File: src/core/flow_pkg.sv
// Shared types and constants of the program flow sequencer.
// Assumes a single core clock and an asynchronous active-low reset.
package flow_pkg;

  // ------------------------------------------------------------
  // Widths, reset values and fixed addresses
  // ------------------------------------------------------------
  localparam int          PC_W         = 15;
  localparam int          SP_W         = 3;
  localparam int          STACK_DEPTH  = 8;
  localparam logic [14:0] PC_RESET     = 15'h0000;
  localparam logic [7:0]  ACC_RESET    = 8'h00;
  localparam logic [2:0]  SP_RESET     = 3'h0;
  localparam logic [14:0] TRAP_VECTOR  = 15'h00FF;
  localparam logic [14:0] VECTOR_BASE  = 15'h7FE0;
  localparam logic [14:0] SHORT_BIAS   = 15'h001F;
  localparam logic [7:0]  DIGIT_MAX    = 8'h09;
  localparam logic [7:0]  LOW_ADJUST   = 8'h06;
  localparam logic [7:0]  HIGH_ADJUST  = 8'h60;

  // ------------------------------------------------------------
  // Operations and sequencer states
  // ------------------------------------------------------------
  typedef enum logic [5:0] {
    NOP, ADD, ADD_CARRY, SUB_WITH_CARRY, INCREMENT, SUBTRACT_ONE_ACC,
    BCD_ADJUST, ZERO_ACCUMULATOR, CARRY_SET, CARRY_CLEAR,
    AND_OP, OR_OP, XOR_OP, ROTATE_RIGHT_CARRY, ROTATE_LEFT_CARRY,
    NIBBLE_SWAP, LOAD_ACC, EXCHANGE_ACC, TABLE_LOAD,
    JUMP_SHORT, JUMP_PAGE, JUMP_FAR, TABLE_JUMP,
    CALL_NEAR, CALL_FAR, CALL_BOOT_ROM, SUBROUTINE_EXIT,
    SUBROUTINE_EXIT_SKIP, INTERRUPT_EXIT, SOFTWARE_TRAP, VECTOR_SELECT,
    BIT_SET_OP, BIT_CLEAR_OP, PENDING_FLAG_CLEAR,
    SKIP_UNLESS_EQUAL, SKIP_UNLESS_UNEQUAL, SKIP_UNLESS_GREATER,
    SKIP_UNLESS_CARRY, SKIP_IF_CARRY, SKIP_UNLESS_BIT,
    SKIP_UNLESS_POINTER_LOW_DIFFERS, MASK_SKIP_ZERO, COUNT_DOWN_SKIP_ZERO
  } op_t;

  typedef enum logic [1:0] {S_IDLE, S_WAIT, S_TAKE} state_t;

  // ------------------------------------------------------------
  // Carriers
  // ------------------------------------------------------------
  typedef struct packed {
    op_t         op;
    logic        with_imm;
    logic [7:0]  operand;
    logic [7:0]  imm;
    logic [14:0] target;
    logic [1:0]  len;
  } issue_t;

  typedef struct packed {
    logic        rd;
    logic [14:0] addr;
  } pm_req_t;

  typedef struct packed {
    logic       we;
    logic [7:0] data;
  } wb_t;

endpackage : flow_pkg

File: src/core/acc_alu.sv
// Accumulator arithmetic, logic and rotate unit.
// Assumes the caller decides when the result is stored.
`timescale 1ns/1ps
module acc_alu (
  input  flow_pkg::op_t op,
  input  wire logic [7:0] acc,
  input  wire logic [7:0] operand,
  input  wire logic       carry,
  input  wire logic       half,
  output logic [7:0]      acc_d,
  output logic            carry_d,
  output logic            half_d
);

  logic [8:0] sum;
  logic [4:0] nib;
  logic [7:0] rhs;
  logic [7:0] adj;

  always_comb begin
    rhs = (op == flow_pkg::SUB_WITH_CARRY) ? ~operand : operand;
    sum = {1'b0, acc} + {1'b0, rhs} + {8'h00, carry & (op != flow_pkg::ADD)};
    nib = {1'b0, acc[3:0]} + {1'b0, rhs[3:0]} + {4'h0, carry & (op != flow_pkg::ADD)};
    adj = acc;
    acc_d = acc;
    carry_d = carry;
    half_d = half;
    case (op)
      flow_pkg::ADD, flow_pkg::ADD_CARRY, flow_pkg::SUB_WITH_CARRY: begin
        acc_d = sum[7:0];
        if (op != flow_pkg::ADD) begin
          carry_d = sum[8];
          half_d = nib[4];
        end
      end
      flow_pkg::INCREMENT:        acc_d = acc + 8'h01;
      flow_pkg::SUBTRACT_ONE_ACC: acc_d = acc - 8'h01;
      flow_pkg::BCD_ADJUST: begin
        if (half || acc[3:0] > flow_pkg::DIGIT_MAX[3:0]) adj = adj + flow_pkg::LOW_ADJUST;
        if (carry || acc > 8'h99) begin
          adj = adj + flow_pkg::HIGH_ADJUST;
          carry_d = 1'b1;
        end
        acc_d = adj;
      end
      flow_pkg::ZERO_ACCUMULATOR: acc_d = 8'h00;
      flow_pkg::CARRY_SET: begin
        carry_d = 1'b1;
        half_d = 1'b1;
      end
      flow_pkg::CARRY_CLEAR: begin
        carry_d = 1'b0;
        half_d = 1'b0;
      end
      flow_pkg::AND_OP: acc_d = acc & operand;
      flow_pkg::OR_OP:  acc_d = acc | operand;
      flow_pkg::XOR_OP: acc_d = acc ^ operand;
      flow_pkg::ROTATE_RIGHT_CARRY: begin
        acc_d = {carry, acc[7:1]};
        carry_d = acc[0];
      end
      flow_pkg::ROTATE_LEFT_CARRY: begin
        acc_d = {acc[6:0], carry};
        carry_d = acc[7];
        half_d = acc[0];
      end
      flow_pkg::NIBBLE_SWAP: acc_d = {acc[3:0], acc[7:4]};
      flow_pkg::LOAD_ACC, flow_pkg::EXCHANGE_ACC: acc_d = operand;
      default: acc_d = acc;
    endcase
  end

endmodule : acc_alu

File: src/core/program_flow_sequencer.sv
// Program counter, accumulator, flags, return stack, skip.
// Reads program memory for table and vector operations.
// Assumes a decoder that resolves operands in front,
// and memory data valid one cycle after a read strobe.
//
// What this block does
// - Table load: accumulator replaces low PC byte
// - Table byte to accumulator, low PC restored
// - Fifteen-bit program counter, no sixteenth bit
// - Short jump carries six displacement bits
// - Short jump reaches -31 to +32
// - Page jump keeps top three PC bits
// - Far jump loads all fifteen PC bits
// - Table jump loads fetched byte into low PC
// - Vector select loads two-byte vector into PC
// - Condition true runs next, false skips it
// - Skipped instruction acts as no-operation
// - Nine conditional tests are supported
// - Calls push PC before loading target
// - Returns pop top of stack into PC
// - Add, subtract, increment, decrement, adjust, carry ops
// - AND, OR, XOR into accumulator
// - Rotates through carry and nibble swap
// - Bit set/clear also clear pending flag
// - No-operation changes nothing but PC
// - Pointer test compares B low nibble
// - Count down register, skip on zero
// - Right rotate: carry in top, bit0 out
`timescale 1ns/1ps
module program_flow_sequencer (
  input  wire logic         core_clk,
  input  wire logic         rst_n,
  input  wire logic         issue_valid,
  input  flow_pkg::issue_t  issue,
  input  wire logic [7:0]   b_ptr,
  input  wire logic [3:0]   vector_index,
  input  wire logic [7:0]   pm_data,
  output logic              issue_ready_q,
  output logic              retire_q,
  output logic [14:0]       pc_q,
  output logic [7:0]        acc_q,
  output logic              carry_q,
  output logic              half_carry_q,
  output logic              skip_q,
  output flow_pkg::pm_req_t pm_q,
  output flow_pkg::wb_t     wb_q,
  output logic              pending_clr_q
);

  // ------------------------------------------------------------
  // State and next-state signals
  // ------------------------------------------------------------
  flow_pkg::state_t  state_q;
  flow_pkg::state_t  state_d;
  flow_pkg::issue_t  cur_q;
  flow_pkg::pm_req_t pm_d;
  flow_pkg::wb_t     wb_d;
  logic [14:0]       pc_d;
  logic [14:0]       seq_pc;
  logic [14:0]       page_pc;
  logic [14:0]       short_pc;
  logic [14:0]       top_pc;
  logic [7:0]        lo_save_q;
  logic [7:0]        lo_save_d;
  logic [6:0]        vec_hi_q;
  logic [6:0]        vec_hi_d;
  logic              second_q;
  logic              second_d;
  logic              skip_d;
  logic              pend_d;
  logic              push;
  logic              pop;
  logic              alu_we;
  logic              tbl_we;
  logic              retire_d;
  logic              cond;
  logic [7:0]        cmp_l;
  logic [7:0]        cmp_r;
  logic [7:0]        bit_src;
  logic [7:0]        bit_mask;
  logic [7:0]        count_dn;
  logic [7:0]        alu_acc;
  logic              alu_c;
  logic              alu_hc;
  logic [14:0]       stack_mem [flow_pkg::STACK_DEPTH];
  logic [2:0]        sp_q;

  // ------------------------------------------------------------
  // Target arithmetic
  // ------------------------------------------------------------
  // No sixteenth counter bit is kept
  assign seq_pc   = pc_q + {13'h0000, issue.len};
  assign page_pc  = {pc_q[14:12], issue.target[11:0]};
  // Code 0..63 maps onto -31..+32; wraps modulo the 15-bit space
  assign short_pc = pc_q + {9'h000, issue.target[5:0]} - flow_pkg::SHORT_BIAS;
  assign top_pc   = stack_mem[sp_q - 3'h1];
  assign bit_mask = 8'h01 << issue.target[2:0];
  assign count_dn = issue.operand - 8'h01;

  acc_alu u_alu (
    .op      (issue.op),
    .acc     (acc_q),
    .operand (issue.operand),
    .carry   (carry_q),
    .half    (half_carry_q),
    .acc_d   (alu_acc),
    .carry_d (alu_c),
    .half_d  (alu_hc)
  );

  // ------------------------------------------------------------
  // Condition evaluation
  // ------------------------------------------------------------
  always_comb begin
    cmp_l = issue.with_imm ? issue.operand : acc_q;
    cmp_r = issue.with_imm ? issue.imm : issue.operand;
    bit_src = issue.with_imm ? acc_q : issue.operand;
    case (issue.op)
      flow_pkg::SKIP_UNLESS_EQUAL:               cond = (cmp_l == cmp_r);
      flow_pkg::SKIP_UNLESS_UNEQUAL:             cond = (cmp_l != cmp_r);
      flow_pkg::SKIP_UNLESS_GREATER:             cond = (cmp_l > cmp_r);
      flow_pkg::SKIP_UNLESS_CARRY:               cond = carry_q;
      flow_pkg::SKIP_IF_CARRY:                   cond = !carry_q;
      flow_pkg::SKIP_UNLESS_BIT:                 cond = |(bit_src & bit_mask);
      flow_pkg::SKIP_UNLESS_POINTER_LOW_DIFFERS: cond = (b_ptr[3:0] != issue.imm[3:0]);
      flow_pkg::MASK_SKIP_ZERO:                  cond = |(acc_q & issue.imm);
      flow_pkg::COUNT_DOWN_SKIP_ZERO:            cond = (count_dn != 8'h00);
      default:                                   cond = 1'b1;
    endcase
  end

  // ------------------------------------------------------------
  // Sequencing decisions
  // ------------------------------------------------------------
  always_comb begin
    state_d   = state_q;
    pc_d      = pc_q;
    pm_d      = '{rd: 1'b0, addr: pm_q.addr};
    wb_d      = '{we: 1'b0, data: wb_q.data};
    lo_save_d = lo_save_q;
    vec_hi_d  = vec_hi_q;
    second_d  = second_q;
    skip_d    = skip_q;
    pend_d    = 1'b0;
    push      = 1'b0;
    pop       = 1'b0;
    alu_we    = 1'b0;
    tbl_we    = 1'b0;
    retire_d  = 1'b0;
    case (state_q)
      flow_pkg::S_IDLE: begin
        if (issue_valid) begin
          pc_d = seq_pc;
          retire_d = 1'b1;
          skip_d = 1'b0;
          // A skipped slot only moves the counter
          if (!skip_q) begin
            case (issue.op)
              flow_pkg::NOP: pc_d = seq_pc;
              flow_pkg::JUMP_SHORT: pc_d = short_pc;
              flow_pkg::JUMP_PAGE:  pc_d = page_pc;
              flow_pkg::JUMP_FAR:   pc_d = issue.target;
              flow_pkg::CALL_NEAR: begin
                push = 1'b1;
                pc_d = page_pc;
              end
              flow_pkg::CALL_FAR, flow_pkg::CALL_BOOT_ROM: begin
                push = 1'b1;
                pc_d = issue.target;
              end
              flow_pkg::SOFTWARE_TRAP: begin
                push = 1'b1;
                pc_d = flow_pkg::TRAP_VECTOR;
              end
              flow_pkg::SUBROUTINE_EXIT, flow_pkg::INTERRUPT_EXIT: begin
                pop = 1'b1;
                pc_d = top_pc;
              end
              flow_pkg::SUBROUTINE_EXIT_SKIP: begin
                pop = 1'b1;
                pc_d = top_pc;
                skip_d = 1'b1;
              end
              flow_pkg::TABLE_LOAD, flow_pkg::TABLE_JUMP: begin
                // Low byte is the pointer while the read is out
                lo_save_d = pc_q[7:0];
                pc_d = {pc_q[14:8], acc_q};
                pm_d = '{rd: 1'b1, addr: {pc_q[14:8], acc_q}};
                state_d = flow_pkg::S_WAIT;
                retire_d = 1'b0;
              end
              flow_pkg::VECTOR_SELECT: begin
                pc_d = pc_q;
                second_d = 1'b0;
                pm_d = '{rd: 1'b1, addr: flow_pkg::VECTOR_BASE | {10'h000, vector_index, 1'b0}};
                state_d = flow_pkg::S_WAIT;
                retire_d = 1'b0;
              end
              flow_pkg::BIT_SET_OP: begin
                wb_d = '{we: 1'b1, data: issue.operand | bit_mask};
                pend_d = 1'b1;
              end
              flow_pkg::BIT_CLEAR_OP: begin
                wb_d = '{we: 1'b1, data: issue.operand & ~bit_mask};
                pend_d = 1'b1;
              end
              flow_pkg::PENDING_FLAG_CLEAR: pend_d = 1'b1;
              flow_pkg::COUNT_DOWN_SKIP_ZERO: begin
                wb_d = '{we: 1'b1, data: count_dn};
                skip_d = !cond;
              end
              flow_pkg::EXCHANGE_ACC: begin
                wb_d = '{we: 1'b1, data: acc_q};
                alu_we = 1'b1;
              end
              flow_pkg::SKIP_UNLESS_EQUAL, flow_pkg::SKIP_UNLESS_UNEQUAL,
              flow_pkg::SKIP_UNLESS_GREATER, flow_pkg::SKIP_UNLESS_CARRY,
              flow_pkg::SKIP_IF_CARRY, flow_pkg::SKIP_UNLESS_BIT,
              flow_pkg::SKIP_UNLESS_POINTER_LOW_DIFFERS,
              flow_pkg::MASK_SKIP_ZERO: skip_d = !cond;
              default: alu_we = 1'b1;
            endcase
          end
        end
      end
      flow_pkg::S_WAIT: state_d = flow_pkg::S_TAKE;
      flow_pkg::S_TAKE: begin
        state_d = flow_pkg::S_IDLE;
        retire_d = 1'b1;
        case (cur_q.op)
          flow_pkg::TABLE_LOAD: begin
            tbl_we = 1'b1;
            pc_d = {pc_q[14:8], lo_save_q} + {13'h0000, cur_q.len};
          end
          flow_pkg::TABLE_JUMP: pc_d = {pc_q[14:8], pm_data};
          flow_pkg::VECTOR_SELECT: begin
            if (!second_q) begin
              vec_hi_d = pm_data[6:0];
              second_d = 1'b1;
              pm_d = '{rd: 1'b1, addr: pm_q.addr + 15'h0001};
              state_d = flow_pkg::S_WAIT;
              retire_d = 1'b0;
            end else begin
              pc_d = {vec_hi_q, pm_data};
            end
          end
          default: pc_d = pc_q;
        endcase
      end
      default: state_d = flow_pkg::S_IDLE;
    endcase
  end

  // ------------------------------------------------------------
  // Sequencer state and program memory port
  // ------------------------------------------------------------
  always_ff @(posedge core_clk or negedge rst_n) begin
    if (!rst_n) begin
      state_q       <= flow_pkg::S_IDLE;
      issue_ready_q <= 1'b1;
      retire_q      <= 1'b0;
      pm_q          <= '0;
      cur_q         <= '0;
      lo_save_q     <= 8'h00;
      vec_hi_q      <= 7'h00;
      second_q      <= 1'b0;
    end else begin
      state_q       <= state_d;
      issue_ready_q <= (state_d == flow_pkg::S_IDLE);
      retire_q      <= retire_d;
      pm_q          <= pm_d;
      lo_save_q     <= lo_save_d;
      vec_hi_q      <= vec_hi_d;
      second_q      <= second_d;
      if (state_q == flow_pkg::S_IDLE && issue_valid) begin
        cur_q <= issue;
      end
    end
  end

  // ------------------------------------------------------------
  // Program counter and skip flag
  // ------------------------------------------------------------
  always_ff @(posedge core_clk or negedge rst_n) begin
    if (!rst_n) begin
      pc_q   <= flow_pkg::PC_RESET;
      skip_q <= 1'b0;
    end else begin
      pc_q   <= pc_d;
      skip_q <= skip_d;
    end
  end

  // ------------------------------------------------------------
  // Accumulator and carry flags
  // ------------------------------------------------------------
  always_ff @(posedge core_clk or negedge rst_n) begin
    if (!rst_n) begin
      acc_q        <= flow_pkg::ACC_RESET;
      carry_q      <= 1'b0;
      half_carry_q <= 1'b0;
    end else if (tbl_we) begin
      acc_q <= pm_data;
    end else if (alu_we) begin
      acc_q        <= alu_acc;
      carry_q      <= alu_c;
      half_carry_q <= alu_hc;
    end
  end

  // ------------------------------------------------------------
  // Data write-back and pending-flag clear
  // ------------------------------------------------------------
  always_ff @(posedge core_clk or negedge rst_n) begin
    if (!rst_n) begin
      wb_q          <= '0;
      pending_clr_q <= 1'b0;
    end else begin
      wb_q          <= wb_d;
      pending_clr_q <= pend_d;
    end
  end

  // ------------------------------------------------------------
  // Return stack
  // ------------------------------------------------------------
  // Wraps silently; software owns nesting depth
  always_ff @(posedge core_clk or negedge rst_n) begin
    if (!rst_n) begin
      sp_q <= flow_pkg::SP_RESET;
    end else if (push) begin
      sp_q <= sp_q + 3'h1;
    end else if (pop) begin
      sp_q <= sp_q - 3'h1;
    end
  end

  always_ff @(posedge core_clk) begin
    if (push) begin
      stack_mem[sp_q] <= seq_pc;
    end
  end

endmodule : program_flow_sequencer

File: config.mk
export PLATFORM = sky130hd
export DESIGN_NAME = program_flow_sequencer
export DESIGN_NICKNAME = d
export VERILOG_FILES = /design/src/core/flow_pkg.sv /design/src/core/acc_alu.sv /design/src/core/program_flow_sequencer.sv
export SDC_FILE = /design/constraint.sdc
export NUM_CORES = 1
export LEC_CHECK = 0
export ABC_AREA = 1
export BUFFER_PORTS_ARGS = -buffer_cell sky130_fd_sc_hd__buf_2
export CAP_MARGIN = 20
export CORE_AREA = 2 2 131 196
export CTS_CLUSTER_SIZE = 8
export DETAILED_ROUTE_END_ITERATION = 16
export DIE_AREA = 0 0 133 198
export HOLD_SLACK_MARGIN = 0.08
export PLACE_DENSITY_LB_ADDON = 0.05
export SLEW_MARGIN = 20
export SYNTH_ARGS = -nofsm -noshare
export SYNTH_HDL_FRONTEND = slang
export SYNTH_SLANG_ARGS = --single-unit
File: constraint.sdc
create_clock -name core_clk -period 5.1 [get_ports core_clk]
set_clock_uncertainty 0.2 [all_clocks]
set_input_delay 1.02 -clock core_clk [delete_from_list [all_inputs] [get_ports core_clk]]
set_output_delay 1.02 -clock core_clk [all_outputs]
set_load 0.01 [all_outputs]
==> out/results.ini, run 1 <==
[clock_tree]
cts-root-buf = clkbuf_16
cts_buffers = 29
postCtsHoldBufs = 0
clk_pin_slew_ns = 0.06
clk_latency_ns = 0.55
cts.repair.resized = 0
cts_tree = done
cts_setup_buffers = 0
clock-sinks = 203
htreeDepth = 1
cts_buffer_depth = 3

[floorplan]
die_w_um = 133
std_cell_rows = 71
core-area_um2 = 24800
fp.dieH_um = 198
io_pins = 117
die-area_um2 = 26300
initial_core_util = 0.588

[yosys]
ys.flop_type = edfxtp_1
async_reset_ff_frac = 0.409
yosysTopAreaCell = edfxtp_1
synth_area_per_cell_um2 = 7.09
synthCells = 2056
ys_types = 48
yosys-top-cells-area = edfxtp_1, nand2_1, dfrtp_1
synth_top_area_share = 0.247
synthesis.nets = 2199
synth_edf_count = 120
seq_area_frac_synth = 0.390
synth-seq-cells = 203
yosysWarningCount = 0
syn_area_um2 = 14600

[global_routing]
grt_pass1_vias = 13600
grt_overflow = 0
grt_max_degree = 65
gr-usage-all-layers = 0.357
grt_pass1_wl_um = 72700
globalRoute.busiestLayer = met2
use_met3 = 0.0476
met1_usage = 0.400
grt_util_met2 = 0.636
antenna_found_initial = 0

[outcome]
status = complete, no violations

[place]
gp_congestion = 1.02
hpwlAfterDp_um = 35400
dpl_cell_area_um2 = 15500
io_buffers = 112

[cells_and_area]
fin_area_um2 = 16300
synthToLayoutAreaGrowth_pct = 12.1
layout_commonest_cell = nand2_1
layout-drive-gt1-share = 0.109
fin_nets = 2312
diodes = 0
layout_common_cells = nand2_1, nor2_1, inv_1

[timing]
slew-limit-headroom = 0.430
hold_viol = 0
clock.fmax_mhz = 272
drv_slew = 0
post-route-period-util = 0.720
rsz0062_at_grt = no
fin_crit_ns = 3.67
timing.hold.ws_ns = 0.220
tns_ns = 0
worst_pin_slew_ns = 0.855
final-setup-viol-count = 0

[power]
vdd_drop_max_uv = 402
p_per_area_nw_per_um2 = 506
p_leak_nw = 8.05

[worst_setup_path]
required_ns = 5.39
cp-end-kind = flip-flop
crit_fanout = 8
start_kind = input pin
arrival_ns = 3.96
worst-setup-path-type = input pin to flip-flop

[detailed_routing]
drc = 0
vias = 14300
ant_nets = 0
first_pass_iters = 6
drtIter0Drc = 1002
avgRoutedWirePerCell_um = 18.6
viasPerCell = 5.69
routed_wl_um = 47000

[worst_hold_path]
min_path_type = input pin to asynchronous set/reset pin

[job]
maxCapViolCount = 0

[flip-flops by register name (all words and copies together), names as in the netlist, 2 cells and up]
signal,flops
vec_hi_q,7
pm_q,16
pc_q,15
sp_q,3
lo_save_q,8
state_q,2
stack_mem,120
acc_q,8
cur_q,8
wb_q,9
[through the flow]
stage | cells | total power, W | setup slack, ns | utilization
final | 2519 | 0.00827 | 1.43 | 0.659
after global routing | 2519 | 0.00883 | 1.13 | 0.659
after CTS | 2519 | 0.00823 | 1.48 | 0.659
after detailed placement | 2466 | 0.00645 | 0.928 | 0.626
after global placement | 2466 | 0.00636 | 0.979 | 0.626
after floorplan | 2056 | 0.00511 | 1.60 | -
[final timing paths]
path | cells after the start | slack [ns] | from | to
max reg2reg | 13 | 1.87 | sp_q[1] | pc_q[6]
min | 1 | 0.22 | rst_n | wb_q[4]
min in group core_clk | 2 | 0.28 | vec_hi_q[3] | vec_hi_q[3]
max in group asynchronous | 2 | 3.42 | rst_n | pm_q[11]
min reg2reg | 2 | 0.28 | vec_hi_q[3] | vec_hi_q[3]
max | 19 | 1.43 | issue[38] | acc_q[4]
[routing by layer]
metal  vias to the layer above  share of wire  routed length [µm]
li1                       6933              -                   -
met1                      6592           0.37               17200
met2                       619           0.50               23300
met3                       188          0.067                3160
met4                         0          0.071                3330
met5                         -              0                   0
[power by group]
| part | switching, W | internal [W] |
|---|---|---|
| Combinational | 0.00273 | 0.00128 |
| Sequential | 0.000371 | 0.00212 |
| Clock | 0.000706 | 0.00107 |
[critical path: stages]
cell,delay (ns)
buf_2,0.14
inv_2,0.10
nand2_1,0.15
nor2_1,0.18
nand2_1,0.33
xor2_1,0.30
fa_1,0.26
inv_1,0.06
fa_1,0.41
inv_1,0.10
nand3_1,0.07
nand2_1,0.19
xor2_1,0.16
nand2_1,0.07
nand2_1,0.15
nand2_1,0.07
nand2_1,0.07
nand2_1,0.05
nand2_1,0.06
[area by class of cell]
cell class / instances / area, µm²
Clock buffer: 52 / 822
Clock inverter: 1 / 5.00
Fill cell: 2249 / 8440
Inverter: 228 / 856
Multi-Input combinational cell: 1575 / 7860
Sequential cell: 203 / 5680
Tap cell: 328 / 410
Timing Repair Buffer: 132 / 713
[synthesized netlist by cell type, types with 3 or more instances]
cell         n
a21boi_1     3
a21o_1       5
a21oi_1     74
a31oi_1      7
buf_1        7
buf_2        6
buf_6        3
clkbuf_1    33
clkinv_1     3
dfrtp_1     82
edfxtp_1   120
fa_1         6
ha_1        74
inv_1      206
inv_2       19
nand2_1    608
nand2_2     11
nand3_1    175
nand3_2      3
nand3b_1     8
nand4_1     26
nor2_1     307
nor2_2      10
nor2_4       4
nor3_1      23
o2111ai_1    3
o211ai_1     7
o21a_1       3
o21ai_0    128
o21ai_1      7
o21bai_1     9
o221ai_1     5
o22ai_1      3
or2_2       16
xnor2_1      5
xor2_1      32
[cells by family (layout without fill, tap and decap cells)]
kind of cell,after synthesis,count (layout),share of synthesized area
AOI/OAI and AO/OA,260,260,0.0981
xor gates and xnor gates,38,38,0.0234
adders and majority gates,80,80,0.0718
buffers and inverters,278,413,0.0739
DFF,203,203,0.390
and+or+nand+nor,1197,1197,0.343
No activity file was read; power rests on OpenSTA's default activity.
==> run 2, diff against run 1 <==
==> constraint.sdc (replaced) <==
create_clock -name core_clk -period 3.78 [get_ports core_clk]
set_clock_uncertainty 0.2 [all_clocks]
set_input_delay 0.756 -clock core_clk [delete_from_list [all_inputs] [get_ports core_clk]]
set_output_delay 0.756 -clock core_clk [all_outputs]
set_load 0.01 [all_outputs]
==> run 2 against run 1 <==
Net effect:
- die area unchanged
- via count rose by 0.97%
- clock-buffer cell count is the same
- global-route usage rose by 0.83 points
- largest power group unchanged
==> out/results.ini, run 2 (synthesized netlist as in run 1, its figures left out) <==
[detailed_routing]
viasPerCell = 5.69
drc = 0
avgRoutedWirePerCell_um = 18.8
vias = 14500
ant_nets = 0
first_pass_iters = 7
drtIter0Drc = 1139
routed_wl_um = 47700

[timing]
hold_viol = 0
final-setup-viol-count = 0
slew-limit-headroom = 0.429
fin_crit_ns = 3.13
post-route-period-util = 0.829
timing.hold.ws_ns = 0.0692
rsz0062_at_grt = no
tns_ns = 0
drv_slew = 0
worst_pin_slew_ns = 0.857
clock.fmax_mhz = 319

[clock_tree]
cts.repair.resized = 0
htreeDepth = 1
cts-root-buf = clkbuf_16
clk_pin_slew_ns = 0.06
cts_buffer_depth = 3
clk_latency_ns = 0.54
postCtsHoldBufs = 0
cts_tree = done
cts_buffers = 29
cts_setup_buffers = 0
clock-sinks = 203

[cells_and_area]
regArea_um2 = 5680
layout_commonest_cell = nand2_1
synthToLayoutAreaGrowth_pct = 13.3
multi_input_area_um2 = 7860
reg.largest.list = stack_mem (120), pm_q (16), pc_q (15)
layout-drive-gt1-share = 0.117
fin_area_um2 = 16500
fin_nets = 2335
diodes = 0
largest_register_ffs = 120
n_fill_cell = 2234
layout_common_cells = nand2_1, nor2_1, inv_1
largest_register = stack_mem

[worst_hold_path]
min_path_type = input pin to asynchronous set/reset pin

[power]
total_power_w = 0.0112
vdd_drop_max_uv = 766
p_leak_nw = 8.16
p_per_area_nw_per_um2 = 678

[global_routing]
antenna_found_initial = 1
grt_pass1_vias = 14100
gr-usage-all-layers = 0.365
grt_pass1_wl_um = 74300
grt_overflow = 0
grt_max_degree = 65

[floorplan]
die-area_um2 = 26300
std_cell_rows = 71
core-area_um2 = 24800
fp.dieH_um = 198
initial_core_util = 0.588
die_w_um = 133
io_pins = 117

[worst_setup_path]
crit_top_cell = nand2_1
worst_r2r_endpoint = pc_q[10]
cpPeakStageDelay_ns = 0.40
reg2reg_from = pc_q[0]
critPathBufInv = 4
crit_start = issue[37]
crit_fanout = 6
reg2reg_setup_slack_ns = 0.83
reg2reg_depth = 14
path_cells = buf_2, inv_2, nand2_1, nor2_1, nand2_1, xor2_1, fa_1, inv_1, fa_1, inv_1, nand3_1, nand2_1, nand4_1, nand3_1, nand2_1, nand3_1, nand4_1, nand2_1
cp-end-kind = flip-flop
worst-setup-path-type = input pin to flip-flop
start_kind = input pin
arrival_ns = 3.41
cp_slowest_cell = fa_1
required_ns = 4.06
path_delay_family = simple AND/OR/NAND/NOR gates

[place]
dpl_cell_area_um2 = 15700
gp_congestion = 0.997
hpwlAfterDp_um = 36400
io_buffers = 112

[outcome]
status = complete, no violations

[job]
maxCapViolCount = 0

run 2: cell types whose count changed in the layout (fill, tap and decap cells not counted):
cell      before  now
buf_4         21   44
clkbuf_1      22   23
clkbuf_8       1    0
run 2: final cells by class:
cell class | instances | area share
multi-input combinational | 1575 | 0.476
sequential | 203 | 0.344
timing repair buffer | 155 | 0.0537
inverter | 228 | 0.0518
clock buffer | 52 | 0.0492
tap | 328 | 0.0249
clock inverter | 1 | 0.000303
run 2: through the flow:
step,cells,util,setup WS [ns]
2_1_floorplan,2056,-,0.544
3_3_place_gp,2489,0.633,0.209
3_5_place_dp,2489,0.633,0.179
4_1_cts,2542,0.666,0.719
5_1_grt,2542,0.666,0.376
6_report,2542,0.666,0.646
run 2: metal layers:
layer,up-vias,global-route usage,wire length [µm]
met1,6678,0.405,17300
met4,2,0.254,3710
met3,207,0.0435,2850
met2,594,0.650,23800
li1,6990,-,-
met5,-,0,13
run 2: worst max path at each step:
stage	to	slack, ns	cells after the start
2_1_floorplan	stack_mem[5][0]	0.54	9
3_3_place_gp	acc_q[4]	0.21	19
3_5_place_dp	carry_q	0.18	18
4_1_cts	carry_q	0.72	18
5_1_grt	acc_q[6]	0.38	17
6_report	carry_q	0.65	18
run 2: power by group:
part | switching (W) | internal (W)
logic | 0.00374 | 0.00179
clock network | 0.000921 | 0.00142
registers | 0.000475 | 0.00286
